### config.mk
export PLATFORM = sky130hd
export DESIGN_NAME = cocfg_top
export DESIGN_NICKNAME = d
export VERILOG_FILES = /design/src/design/cocfg_pkg.sv /design/src/design/cocfg_apply.sv /design/src/design/cocfg_top.sv
export SDC_FILE = /design/constraint.sdc
export NUM_CORES = 1
export LEC_CHECK = 0
export BUFFER_PORTS_ARGS = -buffer_cell sky130_fd_sc_hd__buf_2
export CAP_MARGIN = 20
export CORE_UTILIZATION = 33
export CTS_CLUSTER_SIZE = 8
export DETAILED_ROUTE_END_ITERATION = 10
export SYNTH_ARGS = -nofsm -noshare
export SYNTH_HDL_FRONTEND = slang
export SYNTH_SLANG_ARGS = --single-unit
### constraint.sdc
create_clock -name i_mclk -period 4.35 [get_ports i_mclk]
set_input_delay 0.435 -clock i_mclk [delete_from_list [all_inputs] [get_ports i_mclk]]
set_output_delay 0.435 -clock i_mclk [all_outputs]
set_load 0.02 [all_outputs]
### src/design/cocfg_pkg.sv
package cocfg_pkg;
   // ==========================================================
   // Serial frame layout
   localparam int HDR_BITS = 8;
   localparam logic [HDR_BITS-1:0] HDR_PATTERN = 8'hA5;
   localparam int ADDR_BITS = 4;
   localparam int DATA_BITS = 16;
   localparam logic [4:0] CNT_ZERO = 5'h00;
   localparam logic [4:0] CNT_ONE = 5'h01;
   localparam logic [4:0] HDR_LAST = 5'h07;
   localparam logic [4:0] ADDR_LAST = 5'h03;
   localparam logic [4:0] DATA_LAST = 5'h0F;

   // ==========================================================
   // Register map
   localparam logic [3:0] ADDR_OUTPUT_CONFIGURATION = 4'h1;
   localparam logic [15:0] OUTPUT_CONFIGURATION_RESET = 16'hB2FF;
   localparam logic [15:0] OUTPUT_CONFIGURATION_FIXED = 16'hA0FF;
   localparam int BIT_DUTY_STABILIZER = 12;
   localparam int BIT_CLOCK_PHASE = 11;
   localparam int BIT_DOUBLE_RATE_DISABLE = 10;
   localparam int BIT_OUTPUT_SWING = 9;
   localparam int BIT_OUTPUT_EDGE = 8;

   // ==========================================================
   // Control bits
   typedef struct packed {
      logic duty_stabilizer_enable;
      logic double_rate_clock_phase;
      logic double_rate_disable;
      logic output_swing_select;
      logic output_edge_select;
   } cocfg_ctrl_t;

   localparam cocfg_ctrl_t CTRL_RESET = '{
      duty_stabilizer_enable: 1'b1,
      double_rate_clock_phase: 1'b0,
      double_rate_disable: 1'b0,
      output_swing_select: 1'b1,
      output_edge_select: 1'b0
   };

   typedef enum logic [5:0] {
      ST_IDLE = 6'b000001,
      ST_HDR = 6'b000010,
      ST_ADDR = 6'b000100,
      ST_DATA = 6'b001000,
      ST_DONE = 6'b010000,
      ST_BAD = 6'b100000
   } cocfg_state_t;
endpackage

### src/design/cocfg_apply.sv
`timescale 1ns/100ps
module cocfg_apply
   import cocfg_pkg::*;
(
   input wire logic i_extended_mode,
   input wire cocfg_ctrl_t i_reg_ctrl,
   input wire logic i_output_swing_pin,
   input wire logic i_output_edge_pin,
   output cocfg_ctrl_t o_eff_ctrl,
   output logic o_data_on_both_edges
);
   // ==========================================================
   // Mode selection
   cocfg_ctrl_t sel;
   always_comb begin
      if (i_extended_mode) begin
         sel = i_reg_ctrl; // RULE_02
      end else begin
         sel = CTRL_RESET; // RULE_02
         sel.output_swing_select = i_output_swing_pin; // RULE_10
         sel.output_edge_select = i_output_edge_pin; // RULE_10
      end
      o_eff_ctrl = sel; // RULE_04 RULE_08
      // Phase only matters in double rate
      o_eff_ctrl.double_rate_clock_phase =
         sel.double_rate_clock_phase & ~sel.double_rate_disable; // RULE_05
      // Edge only matters in single rate
      o_eff_ctrl.output_edge_select =
         sel.output_edge_select & sel.double_rate_disable; // RULE_07 RULE_09
      o_data_on_both_edges = ~sel.double_rate_disable; // RULE_06
   end
endmodule // cocfg_apply

### src/design/cocfg_top.sv
`timescale 1ns/100ps
// Function
// [RULE_01] Host sends 4-bit address MSB first right after the header.
// [RULE_02] Register contents apply only in extended control mode.
// [RULE_03] Power-on reset gives configuration value 0xB2FF.
// [RULE_04] Duty stabilizer bit 1 enables stabilization, 0 bypasses; reset 1.
// [RULE_05] Clock phase bit acts only in double rate; 1 means 90 degrees.
// [RULE_06] Double-rate disable 0 outputs data on both clock edges.
// [RULE_07] Double-rate disable 1 gives single rate, edge chosen by edge bit.
// [RULE_08] Swing bit 1 selects 710 mV, 0 selects 510 mV; reset 1.
// [RULE_09] Single rate edge bit 1 rising edge, 0 falling edge; reset 0.
// [RULE_10] Normal mode takes edge and swing from pins, extended from bits; code holds edge select at 0 in normal mode, since double rate stays on.
// [RULE_11] Host writes fixed bits 15,13,7:0 as 1 and bit 14 as 0.
module cocfg_top
   import cocfg_pkg::*;
(
   input wire logic i_mclk,
   input wire logic i_sys_rst,
   input wire logic i_extended_mode,
   input wire logic i_serial_select_n,
   input wire logic i_serial_clock,
   input wire logic i_serial_data,
   input wire logic i_output_swing_pin,
   input wire logic i_output_edge_pin,
   output logic o_duty_stabilizer_enable,
   output logic o_double_rate_clock_phase,
   output logic o_double_rate_disable,
   output logic o_output_swing_select,
   output logic o_output_edge_select,
   output logic o_data_on_both_edges,
   output logic [15:0] o_config_word,
   output logic o_write_strobe,
   output logic o_frame_error
);
   // ==========================================================
   // Helpers
   function automatic logic [15:0] shift_in(input logic [15:0] cur,
                                           input logic bit_in);
      shift_in = {cur[14:0], bit_in};
   endfunction

   function automatic logic [15:0] pack_word(input cocfg_ctrl_t c);
      logic [15:0] w;
      w = OUTPUT_CONFIGURATION_FIXED;
      w[BIT_DUTY_STABILIZER] = c.duty_stabilizer_enable;
      w[BIT_CLOCK_PHASE] = c.double_rate_clock_phase;
      w[BIT_DOUBLE_RATE_DISABLE] = c.double_rate_disable;
      w[BIT_OUTPUT_SWING] = c.output_swing_select;
      w[BIT_OUTPUT_EDGE] = c.output_edge_select;
      pack_word = w;
   endfunction

   // ==========================================================
   // Serial edge detection
   logic sclk_prev;
   logic sel_prev_n;
   logic next_sclk_prev;
   logic next_sel_prev_n;
   logic sclk_rise;
   logic frame_end;

   always_comb begin
      next_sclk_prev = i_serial_clock;
      next_sel_prev_n = i_serial_select_n;
      sclk_rise = i_serial_clock & ~sclk_prev & ~i_serial_select_n;
      frame_end = i_serial_select_n & ~sel_prev_n;
   end

   always_ff @(posedge i_mclk) begin
      if (i_sys_rst) begin
         sclk_prev <= 1'b0;
         sel_prev_n <= 1'b1;
      end else begin
         sclk_prev <= next_sclk_prev;
         sel_prev_n <= next_sel_prev_n;
      end
   end

   // ==========================================================
   // Frame receiver
   cocfg_state_t state;
   cocfg_state_t next_state;
   logic [4:0] bit_cnt;
   logic [4:0] next_bit_cnt;
   logic [15:0] shreg;
   logic [15:0] next_shreg;
   logic [ADDR_BITS-1:0] addr;
   logic [ADDR_BITS-1:0] next_addr;
   logic do_write;
   logic bad_frame;

   always_comb begin
      next_state = state;
      next_bit_cnt = bit_cnt;
      next_shreg = shreg;
      next_addr = addr;
      do_write = 1'b0;
      bad_frame = 1'b0;
      case (state)
         ST_IDLE: begin
            next_bit_cnt = CNT_ZERO;
            next_shreg = '0;
            if (!i_serial_select_n) begin
               next_state = ST_HDR;
            end
         end
         ST_HDR: begin
            if (sclk_rise) begin
               next_shreg = shift_in(shreg, i_serial_data);
               next_bit_cnt = bit_cnt + CNT_ONE;
               if (bit_cnt == HDR_LAST) begin
                  next_bit_cnt = CNT_ZERO;
                  if (next_shreg[HDR_BITS-1:0] == HDR_PATTERN) begin
                     next_state = ST_ADDR;
                  end else begin
                     next_state = ST_BAD;
                     bad_frame = 1'b1;
                  end
               end
            end
         end
         ST_ADDR: begin
            if (sclk_rise) begin
               // Address shifts in MSB first
               next_addr = {addr[ADDR_BITS-2:0], i_serial_data}; // RULE_01
               next_bit_cnt = bit_cnt + CNT_ONE;
               if (bit_cnt == ADDR_LAST) begin
                  next_bit_cnt = CNT_ZERO;
                  next_state = ST_DATA;
               end
            end
         end
         ST_DATA: begin
            if (sclk_rise) begin
               next_shreg = shift_in(shreg, i_serial_data);
               next_bit_cnt = bit_cnt + CNT_ONE;
               if (bit_cnt == DATA_LAST) begin
                  next_bit_cnt = CNT_ZERO;
                  next_state = ST_DONE;
                  do_write = (addr == ADDR_OUTPUT_CONFIGURATION);
               end
            end
         end
         ST_DONE: begin
            if (sclk_rise) begin
               next_state = ST_BAD;
               bad_frame = 1'b1;
            end
         end
         ST_BAD: begin
            next_state = ST_BAD;
         end
         default: begin
            next_state = ST_IDLE;
         end
      endcase
      // Short frame
      if (frame_end && (state == ST_HDR || state == ST_ADDR ||
                        state == ST_DATA)) begin
         bad_frame = 1'b1;
      end
      if (i_serial_select_n) begin
         next_state = ST_IDLE;
      end
   end

   always_ff @(posedge i_mclk) begin
      if (i_sys_rst) begin
         state <= ST_IDLE;
         bit_cnt <= CNT_ZERO;
         shreg <= '0;
         addr <= '0;
      end else begin
         state <= next_state;
         bit_cnt <= next_bit_cnt;
         shreg <= next_shreg;
         addr <= next_addr;
      end
   end

   // ==========================================================
   // Configuration register
   cocfg_ctrl_t cfg;
   cocfg_ctrl_t next_cfg;
   logic next_write_strobe;
   logic next_frame_error;

   always_comb begin
      next_cfg = cfg;
      if (do_write) begin
         next_cfg.duty_stabilizer_enable =
            next_shreg[BIT_DUTY_STABILIZER]; // RULE_04
         next_cfg.double_rate_clock_phase =
            next_shreg[BIT_CLOCK_PHASE]; // RULE_05
         next_cfg.double_rate_disable =
            next_shreg[BIT_DOUBLE_RATE_DISABLE]; // RULE_06 RULE_07
         next_cfg.output_swing_select =
            next_shreg[BIT_OUTPUT_SWING]; // RULE_08
         next_cfg.output_edge_select =
            next_shreg[BIT_OUTPUT_EDGE]; // RULE_09
      end
      next_write_strobe = do_write;
      next_frame_error = bad_frame;
   end

   always_ff @(posedge i_mclk) begin
      if (i_sys_rst) begin
         cfg <= CTRL_RESET; // RULE_03
         o_write_strobe <= 1'b0;
         o_frame_error <= 1'b0;
      end else begin
         cfg <= next_cfg;
         o_write_strobe <= next_write_strobe;
         o_frame_error <= next_frame_error;
      end
   end

   // ==========================================================
   // Effective settings
   cocfg_ctrl_t eff;
   logic both_edges;

   cocfg_apply u_apply (
      .i_extended_mode(i_extended_mode),
      .i_reg_ctrl(cfg),
      .i_output_swing_pin(i_output_swing_pin),
      .i_output_edge_pin(i_output_edge_pin),
      .o_eff_ctrl(eff),
      .o_data_on_both_edges(both_edges)
   );

   logic [15:0] next_config_word;
   always_comb begin
      next_config_word = pack_word(cfg); // RULE_03
   end

   always_ff @(posedge i_mclk) begin
      if (i_sys_rst) begin
         o_duty_stabilizer_enable <= CTRL_RESET.duty_stabilizer_enable;
         o_double_rate_clock_phase <= CTRL_RESET.double_rate_clock_phase;
         o_double_rate_disable <= CTRL_RESET.double_rate_disable;
         o_output_swing_select <= CTRL_RESET.output_swing_select;
         o_output_edge_select <= CTRL_RESET.output_edge_select;
         o_data_on_both_edges <= ~CTRL_RESET.double_rate_disable;
         o_config_word <= OUTPUT_CONFIGURATION_RESET;
      end else begin
         o_duty_stabilizer_enable <= eff.duty_stabilizer_enable; // RULE_04
         o_double_rate_clock_phase <= eff.double_rate_clock_phase; // RULE_05
         o_double_rate_disable <= eff.double_rate_disable; // RULE_07
         o_output_swing_select <= eff.output_swing_select; // RULE_10
         o_output_edge_select <= eff.output_edge_select; // RULE_10
         o_data_on_both_edges <= both_edges; // RULE_06
         o_config_word <= next_config_word;
      end
   end
endmodule // cocfg_top

==> results of run 1 <==
-- layout make-up --
type | instances | area [um^2]
Tap cell | 77 | 96.3
Fill cell | 650 | 4060
Inverter | 8 | 30.0
Clock inverter | 3 | 27.5
Multi-Input combinational cell | 174 | 1100
Clock buffer | 5 | 68.8
Sequential cell | 47 | 941
Timing Repair Buffer | 19 | 95.1
-- per-layer routing --
| metal | share of wire, % | global-route usage [%] | wire, um | up-vias |
|---|---|---|---|---|
| li1 | - | - | - | 857 |
| met1 | 51 | 16.7 | 2050 | 763 |
| met2 | 45 | 19.4 | 1800 | 21 |
| met3 | 2.8 | 2.67 | 114 | 5 |
| met4 | 1.0 | 4.39 | 42 | 0 |
| met5 | 0 | 0 | 0 | - |
-- registers in the layout, indices dropped and copies added, names as in the netlist --
register,count
state,6
o_config_word,5
o_output_edge_select,1
o_write_strobe,1
bit_cnt,5
o_output_swing_select,1
o_data_on_both_edges,1
sclk_prev,1
shreg,12
o_double_rate_disable,1
o_duty_stabilizer_enable,1
o_frame_error,1
cfg,5
o_double_rate_clock_phase,1
sel_prev_n,1
addr,4
-- worst max path at each step --
stage / from / to / slack [ns] / cells past startpoint
floorplan: bit_cnt[0] / state[2] / 2.37 / 6
global placement: i_serial_select_n / cfg[0] / 2.14 / 6
detailed placement: i_serial_select_n / cfg[0] / 2.13 / 6
CTS: state[1] / state[2] / 2.16 / 5
global route: state[1] / state[2] / 2.00 / 5
finish: state[1] / state[2] / 2.15 / 5
-- critical path, cell delays in order (launching register included) --
cell and delay [ns]:
dfxtp_1 0.68, xor2_1 0.24, a211oi_1 0.40, o211ai_4 0.17, or4_1 0.49, a21oi_1 0.15
-- cell usage after synthesis, types with 4 or more instances --
| cell type | instances |
|---|---|
| clkbuf_1 | 12 |
| buf_4 | 11 |
| nand2_1 | 19 |
| nand3_1 | 6 |
| nor2_1 | 26 |
| a21oi_1 | 17 |
| buf_2 | 5 |
| inv_1 | 8 |
| o21ai_0 | 14 |
| nor2b_1 | 6 |
| xor2_1 | 4 |
| dfxtp_1 | 47 |
| mux2_1 | 4 |
| mux2i_1 | 6 |
| a211o_1 | 5 |
| nor4b_1 | 7 |
| nor3_1 | 5 |
-- metrics by stage --
stage / hold WS [ns] / power [mW]
6_report: 0.370 / 0.770
5_1_grt: 0.368 / 0.804
3_5_place_dp: 0.438 / 0.498
2_1_floorplan: 0.398 / 0.496
3_3_place_gp: 0.430 / 0.498
4_1_cts: 0.369 / 0.779
-- power by group through the flow --
stage | Sequential, mW | Combinational [mW] | Clock [mW]
after global routing | 0.439 | 0.0548 | 0.310
after floorplan | 0.445 | 0.0514 | 0
final | 0.438 | 0.0498 | 0.282
after detailed placement | 0.448 | 0.0498 | 0
after CTS | 0.438 | 0.0500 | 0.291
after global placement | 0.448 | 0.0494 | 0
-- logic make-up (layout without fill, tap and decap cells) --
logic type | Yosys count | after routing | share of synthesized area [%]
xor+xnor | 5 | 5 | 1.98
simple gates | 94 | 94 | 23.6
buf+inv | 38 | 35 | 8.95
flops | 47 | 47 | 42.6
mux | 10 | 10 | 4.76
fa+ha+maj | 3 | 3 | 1.70
compound gates | 51 | 51 | 16.1
other cells | 2 | 11 | 0.340
==> results.md, run 1 <==
- # hold bufs at CTS: 0
- Top cells by area, synth: dfxtp_1, nor2_1, a21oi_1, buf_4, nand2_1
- Post-Route Setup TNS: 0 ns
- Drt via density: 4.94
- Worst reg2reg path startpoint: state[1]
- Starting DRC count in detailed routing: 137
- Yosys reg bits: 47
- Psw: 202 uW
- Area after DPL: 0.00227 mm^2
- CTS H-tree depth: 2
- Final period utilization: 50.7%
- Initial core utilization: 34.4%
- Hold Crit Class: input pin to flip-flop
- PwrDens: 326 mW/mm^2
- Worst Clk Skew: 0.00852 ns
- Setup violations, final: 0
- Flop-to-flop setup slack: 2.15 ns
- Clk_lat worst skew: 0.31 ns
- Seq pwr share: 56.9%
- CP max FO: 17
- Synth warn: 0
- Nets: 266
- Global-route wire length before repair: 7070 um
- Max Slew Vio Count: 0
- Share of layout cells above drive strength 1: 15.6%
- Post-synth ARST share: 0%
- GP Congestion: 0.783
- Port Buffer Count: 19
- P_int: 568 uW
- Syn Inst Count: 250
- Sw frac: 26.3%
- Clk buf depth: 2
- Top-area cell type share of the netlist area: 42.6%
- Largest net degree at the start of global routing: 36
- Worst reg2reg path endpoint: state[2]
- Mapped cell area: 0.00221 mm^2
- Die width: 83.8 um
- Vias in the first global route: 1512
- Mean Syn Cell Area: 8.84 um^2
- Hold Path End: o_output_swing_select
- # DRC: 4
- Total I/O pin count: 32
- Failing checks: design-rule violations
- Routed Antenna Nets: 0
- Register area share after synthesis: 42.6%
- Rel. slew slack: 58.6%
- Place WS: 2.13 ns
- Routed WL: 4010 um
- Die Y-Extent: 83.8 um
- Area Overhead vs Synth: 6.97%
- Commonest non-fill, non-tap cell in the layout: dfxtp_1
- Worst Setup End Kind: flip-flop
- Leakage: 0.893 nW
- Crit path launch type: flip-flop
- Main synth FF type: dfxtp_1
- DP HPWL: 2790 um
- Root buffer cell: clkbuf_8
- MaxCap Viol Count: 0
- Final cell count without fillers: 333
- Max Fclk: 454 MHz
- Hold Crit Start: i_extended_mode
- Dominant cell type by area after synthesis: dfxtp_1
- # Post-CTS Setup Buffers: 0
- Worst-margin pin slew: 0.621 ns
- Total congestion overflow: 0
- Worst reg-to-reg path cell count: 5
- Post-layout util: 36.8%
- Maximum vdd drop: 143 uV
- GRT Overall Usage: 12.3%
- TritonCTS clock tree: yes
- Most frequent cells in the layout: dfxtp_1, nor2_1, nand2_1, buf_2, a21oi_1
- CTS buffer count: 5
- Clock network fraction of total power: 36.6%
- Placed cell count: 325
- CTS sink cnt: 47
- Core ar.: 0.00642 mm^2
- RSZ-0062 raised after global routing: false
- Final hold viol count: 0
- Status: finished with violations
- Clock transition at path regs: 0.09 ns
- Die Footprint: 0.00703 mm^2
- Row count: 29
- Resize count post-CTS: 0
- Gate power share: 6.5%
- Crit path required time: 4.59 ns
- Final min period: 2.20 ns
- N_diodes: 0
- Initial DRT Pass Iterations: 7
- WL/cell: 12.0 um
- CP arrival: 2.44 ns
- Total number of vias: 1646
- Setup slack after layout: 2.15 ns
- Critical path class: flip-flop to flip-flop
- Initial antenna violation count: 0
- Hold depth: 2
- Post-synth EDFFs: 0
- Post-Layout Inst Area: 0.00236 mm^2
- Synth cell types: 53
Power figures use the tool's default switching activity.
==> inputs of run 2 (changes only) <==
Clock period 4.35 ns to 2 ns, I/O delays scaled along.
==> results.md, run 2 (same netlist as run 1, synthesis figures left out) <==
- Worst reg-to-reg path cell count: 6 (was 5)
- Crit path launch type: flip-flop (unchanged)
- # DRC: 4 (unchanged)
- Crit path top cell by count: o211ai_4
- Hold slack: 0.136 ns (was 0.370 ns)
- # Post-CTS Setup Buffers: 0 (unchanged)
- Initial antenna violation count: 0 (unchanged)
- Final hold viol count: 0 (unchanged)
- Top reg by flops: shreg (unchanged)
- Maximum vdd drop: 397 uV (was 143 uV)
- Failing checks: design-rule violations (unchanged)
- Crit-path cells: ha_4 -> or3b_4 -> o211ai_4 -> o211ai_4 -> or4_4 -> a21oi_2 (was xor2_1 -> a211oi_1 -> o211ai_4 -> or4_1 -> a21oi_1)
- Initial core utilization: 34.4% (unchanged)
- Max Slew Vio Count: 0 (unchanged)
- Clk_lat worst skew: 0.30 ns (was 0.31 ns)
- TritonCTS clock tree: yes (unchanged)
- Clk buf depth: 2 (unchanged)
- Row count: 29 (unchanged)
- Starting DRC count in detailed routing: 83 (was 137)
- Area after DPL: 0.00240 mm^2 (was 0.00227 mm^2)
- CP arrival: 2.14 ns (was 2.44 ns)
- Final period utilization: 94.8% (was 50.7%)
- Routed Antenna Nets: 0 (unchanged)
- Commonest non-fill, non-tap cell in the layout: dfxtp_1 (unchanged)
- CTS sink cnt: 47 (unchanged)
- Worst path slowest cell: or4_4 (was dfxtp_1)
- Worst reg2reg path endpoint: state[2] (unchanged)
- WL/cell: 12.2 um (was 12.0 um)
- Port Buffer Count: 19 (unchanged)
- Initial DRT Pass Iterations: 7 (unchanged)
- Worst Path Buf+Inv: 0 (unchanged)
- CTS buffer count: 5 (unchanged)
- GRT Overall Usage: 13.1% (was 12.3%)
- Setup slack after layout: 0.104 ns (was 2.15 ns)
- Clock transition at path regs: 0.10 ns (was 0.09 ns)
- Post-Layout Inst Area: 0.00255 mm^2 (was 0.00236 mm^2)
- Post-layout util: 39.7% (was 36.8%)
- Max reg flops: 12 (unchanged)
- Nets: 284 (was 266)
- Hold Crit Class: input pin to flip-flop (unchanged)
- Max Fclk: 527 MHz (was 454 MHz)
- Die width: 83.8 um (unchanged)
- Worst Setup End Kind: flip-flop (unchanged)
- MaxCap Viol Count: 0 (unchanged)
- Most frequent cells in the layout: dfxtp_1, nor2_1, nand2_1, buf_2, buf_4 (was dfxtp_1, nor2_1, nand2_1, buf_2, a21oi_1)
- Metal2 WL: 1960 um (was 1800 um)
- Worst reg2reg path startpoint: bit_cnt[1] (was state[1])
- Post-Route Setup TNS: 0 ns (unchanged)
- Hold Path End: o_output_swing_select (unchanged)
- Leakage: 0.990 nW (was 0.893 nW)
- Total I/O pin count: 32 (unchanged)
- Final cell count without fillers: 351 (was 333)
- Vias in the first global route: 1596 (was 1512)
- Worst Clk Skew: 0.00593 ns (was 0.00852 ns)
- Crit path required time: 2.25 ns (was 4.59 ns)
- Highest Signal Layer: met4 (unchanged)
- Global-route wire length before repair: 7450 um (was 7070 um)
- RSZ-0062 raised after global routing: true (was false)
- Status: finished with violations (unchanged)
- Met1 wire length: 2180 um (was 2050 um)
- Routed met3 length: 114 um (unchanged)
- Hold depth: 2 (unchanged)
- Area Overhead vs Synth: 15.3% (was 6.97%)
- # hold bufs at CTS: 0 (unchanged)
- Place WS: 0.0510 ns (was 2.13 ns)
- Die Footprint: 0.00703 mm^2 (unchanged)
- Critical path class: flip-flop to flip-flop (unchanged)
- Largest registers: shreg: 12 flops, state: 6 flops (unchanged)
- Placed cell count: 343 (was 325)
- CP max FO: 3 (was 17)
- Core ar.: 0.00642 mm^2 (unchanged)
- Drt via density: 4.86 (was 4.94)
- Root buffer cell: clkbuf_8 (unchanged)
- GP Congestion: 0.809 (was 0.783)
- Total number of vias: 1707 (was 1646)
- Largest net degree at the start of global routing: 35 (was 36)
- DP HPWL: 3040 um (was 2790 um)
- PwrDens: 666 mW/mm^2 (was 326 mW/mm^2)
- Final min period: 1.90 ns (was 2.20 ns)
- Flop-to-flop setup slack: 0.10 ns (was 2.15 ns)
- CTS H-tree depth: 2 (unchanged)
- Share of layout cells above drive strength 1: 25.2% (was 15.6%)
- Tot Pwr: 1.70 mW (was 770 uW)
- CP max stage delay: 0.48 ns (was 0.68 ns)
- N_diodes: 0 (unchanged)
- Hold Crit Start: i_extended_mode (unchanged)
- Setup violations, final: 0 (unchanged)
- Die Y-Extent: 83.8 um (unchanged)
- Total congestion overflow: 0 (unchanged)
- Family with the most delay on the worst path: simple AND/OR/NAND/NOR gates (was compound AO/OA/AOI/OAI gates)
- Routed WL: 4300 um (was 4010 um)
## run 2: final cells by class
cell class	instances	area, um^2
fill	655	3870
multi-input combinational	174	1150
sequential	47	947
timing repair buffer	37	230
tap	77	96.3
clock buffer	5	68.8
inverter	8	30.0
clock inverter	3	27.5
## run 2: metal layers
metal / GRT usage [%] / up-vias
met5: 0 / -
met4: 4.23 / 0
met3: 2.67 / 4
met2: 20.6 / 27
met1: 18.0 / 792
li1: - / 884
## run 2: repair_timing
action                     in CTS  in global routing
hold endpoints to repair        0                  0
setup endpoints to repair       0                 11
resized for setup               0                 13
## run 2: power breakdown
group / internal (mW) / switching (mW)
combinational: 0.0469 / 0.0828
sequential: 0.941 / 0.00911
clock: 0.260 / 0.358
total: 1.25 / 0.450
## run 2: worst max path at each step
stage,startpoint,endpoint,slack [ns],cells past startpoint
global route,state[5],bit_cnt[3],-0.04,7
detailed placement,bit_cnt[1],state[2],0.05,6
floorplan,bit_cnt[0],state[2],0.02,6
global placement,bit_cnt[1],state[2],0.05,6
CTS,bit_cnt[1],state[2],0.03,6
finish,bit_cnt[1],state[2],0.10,6
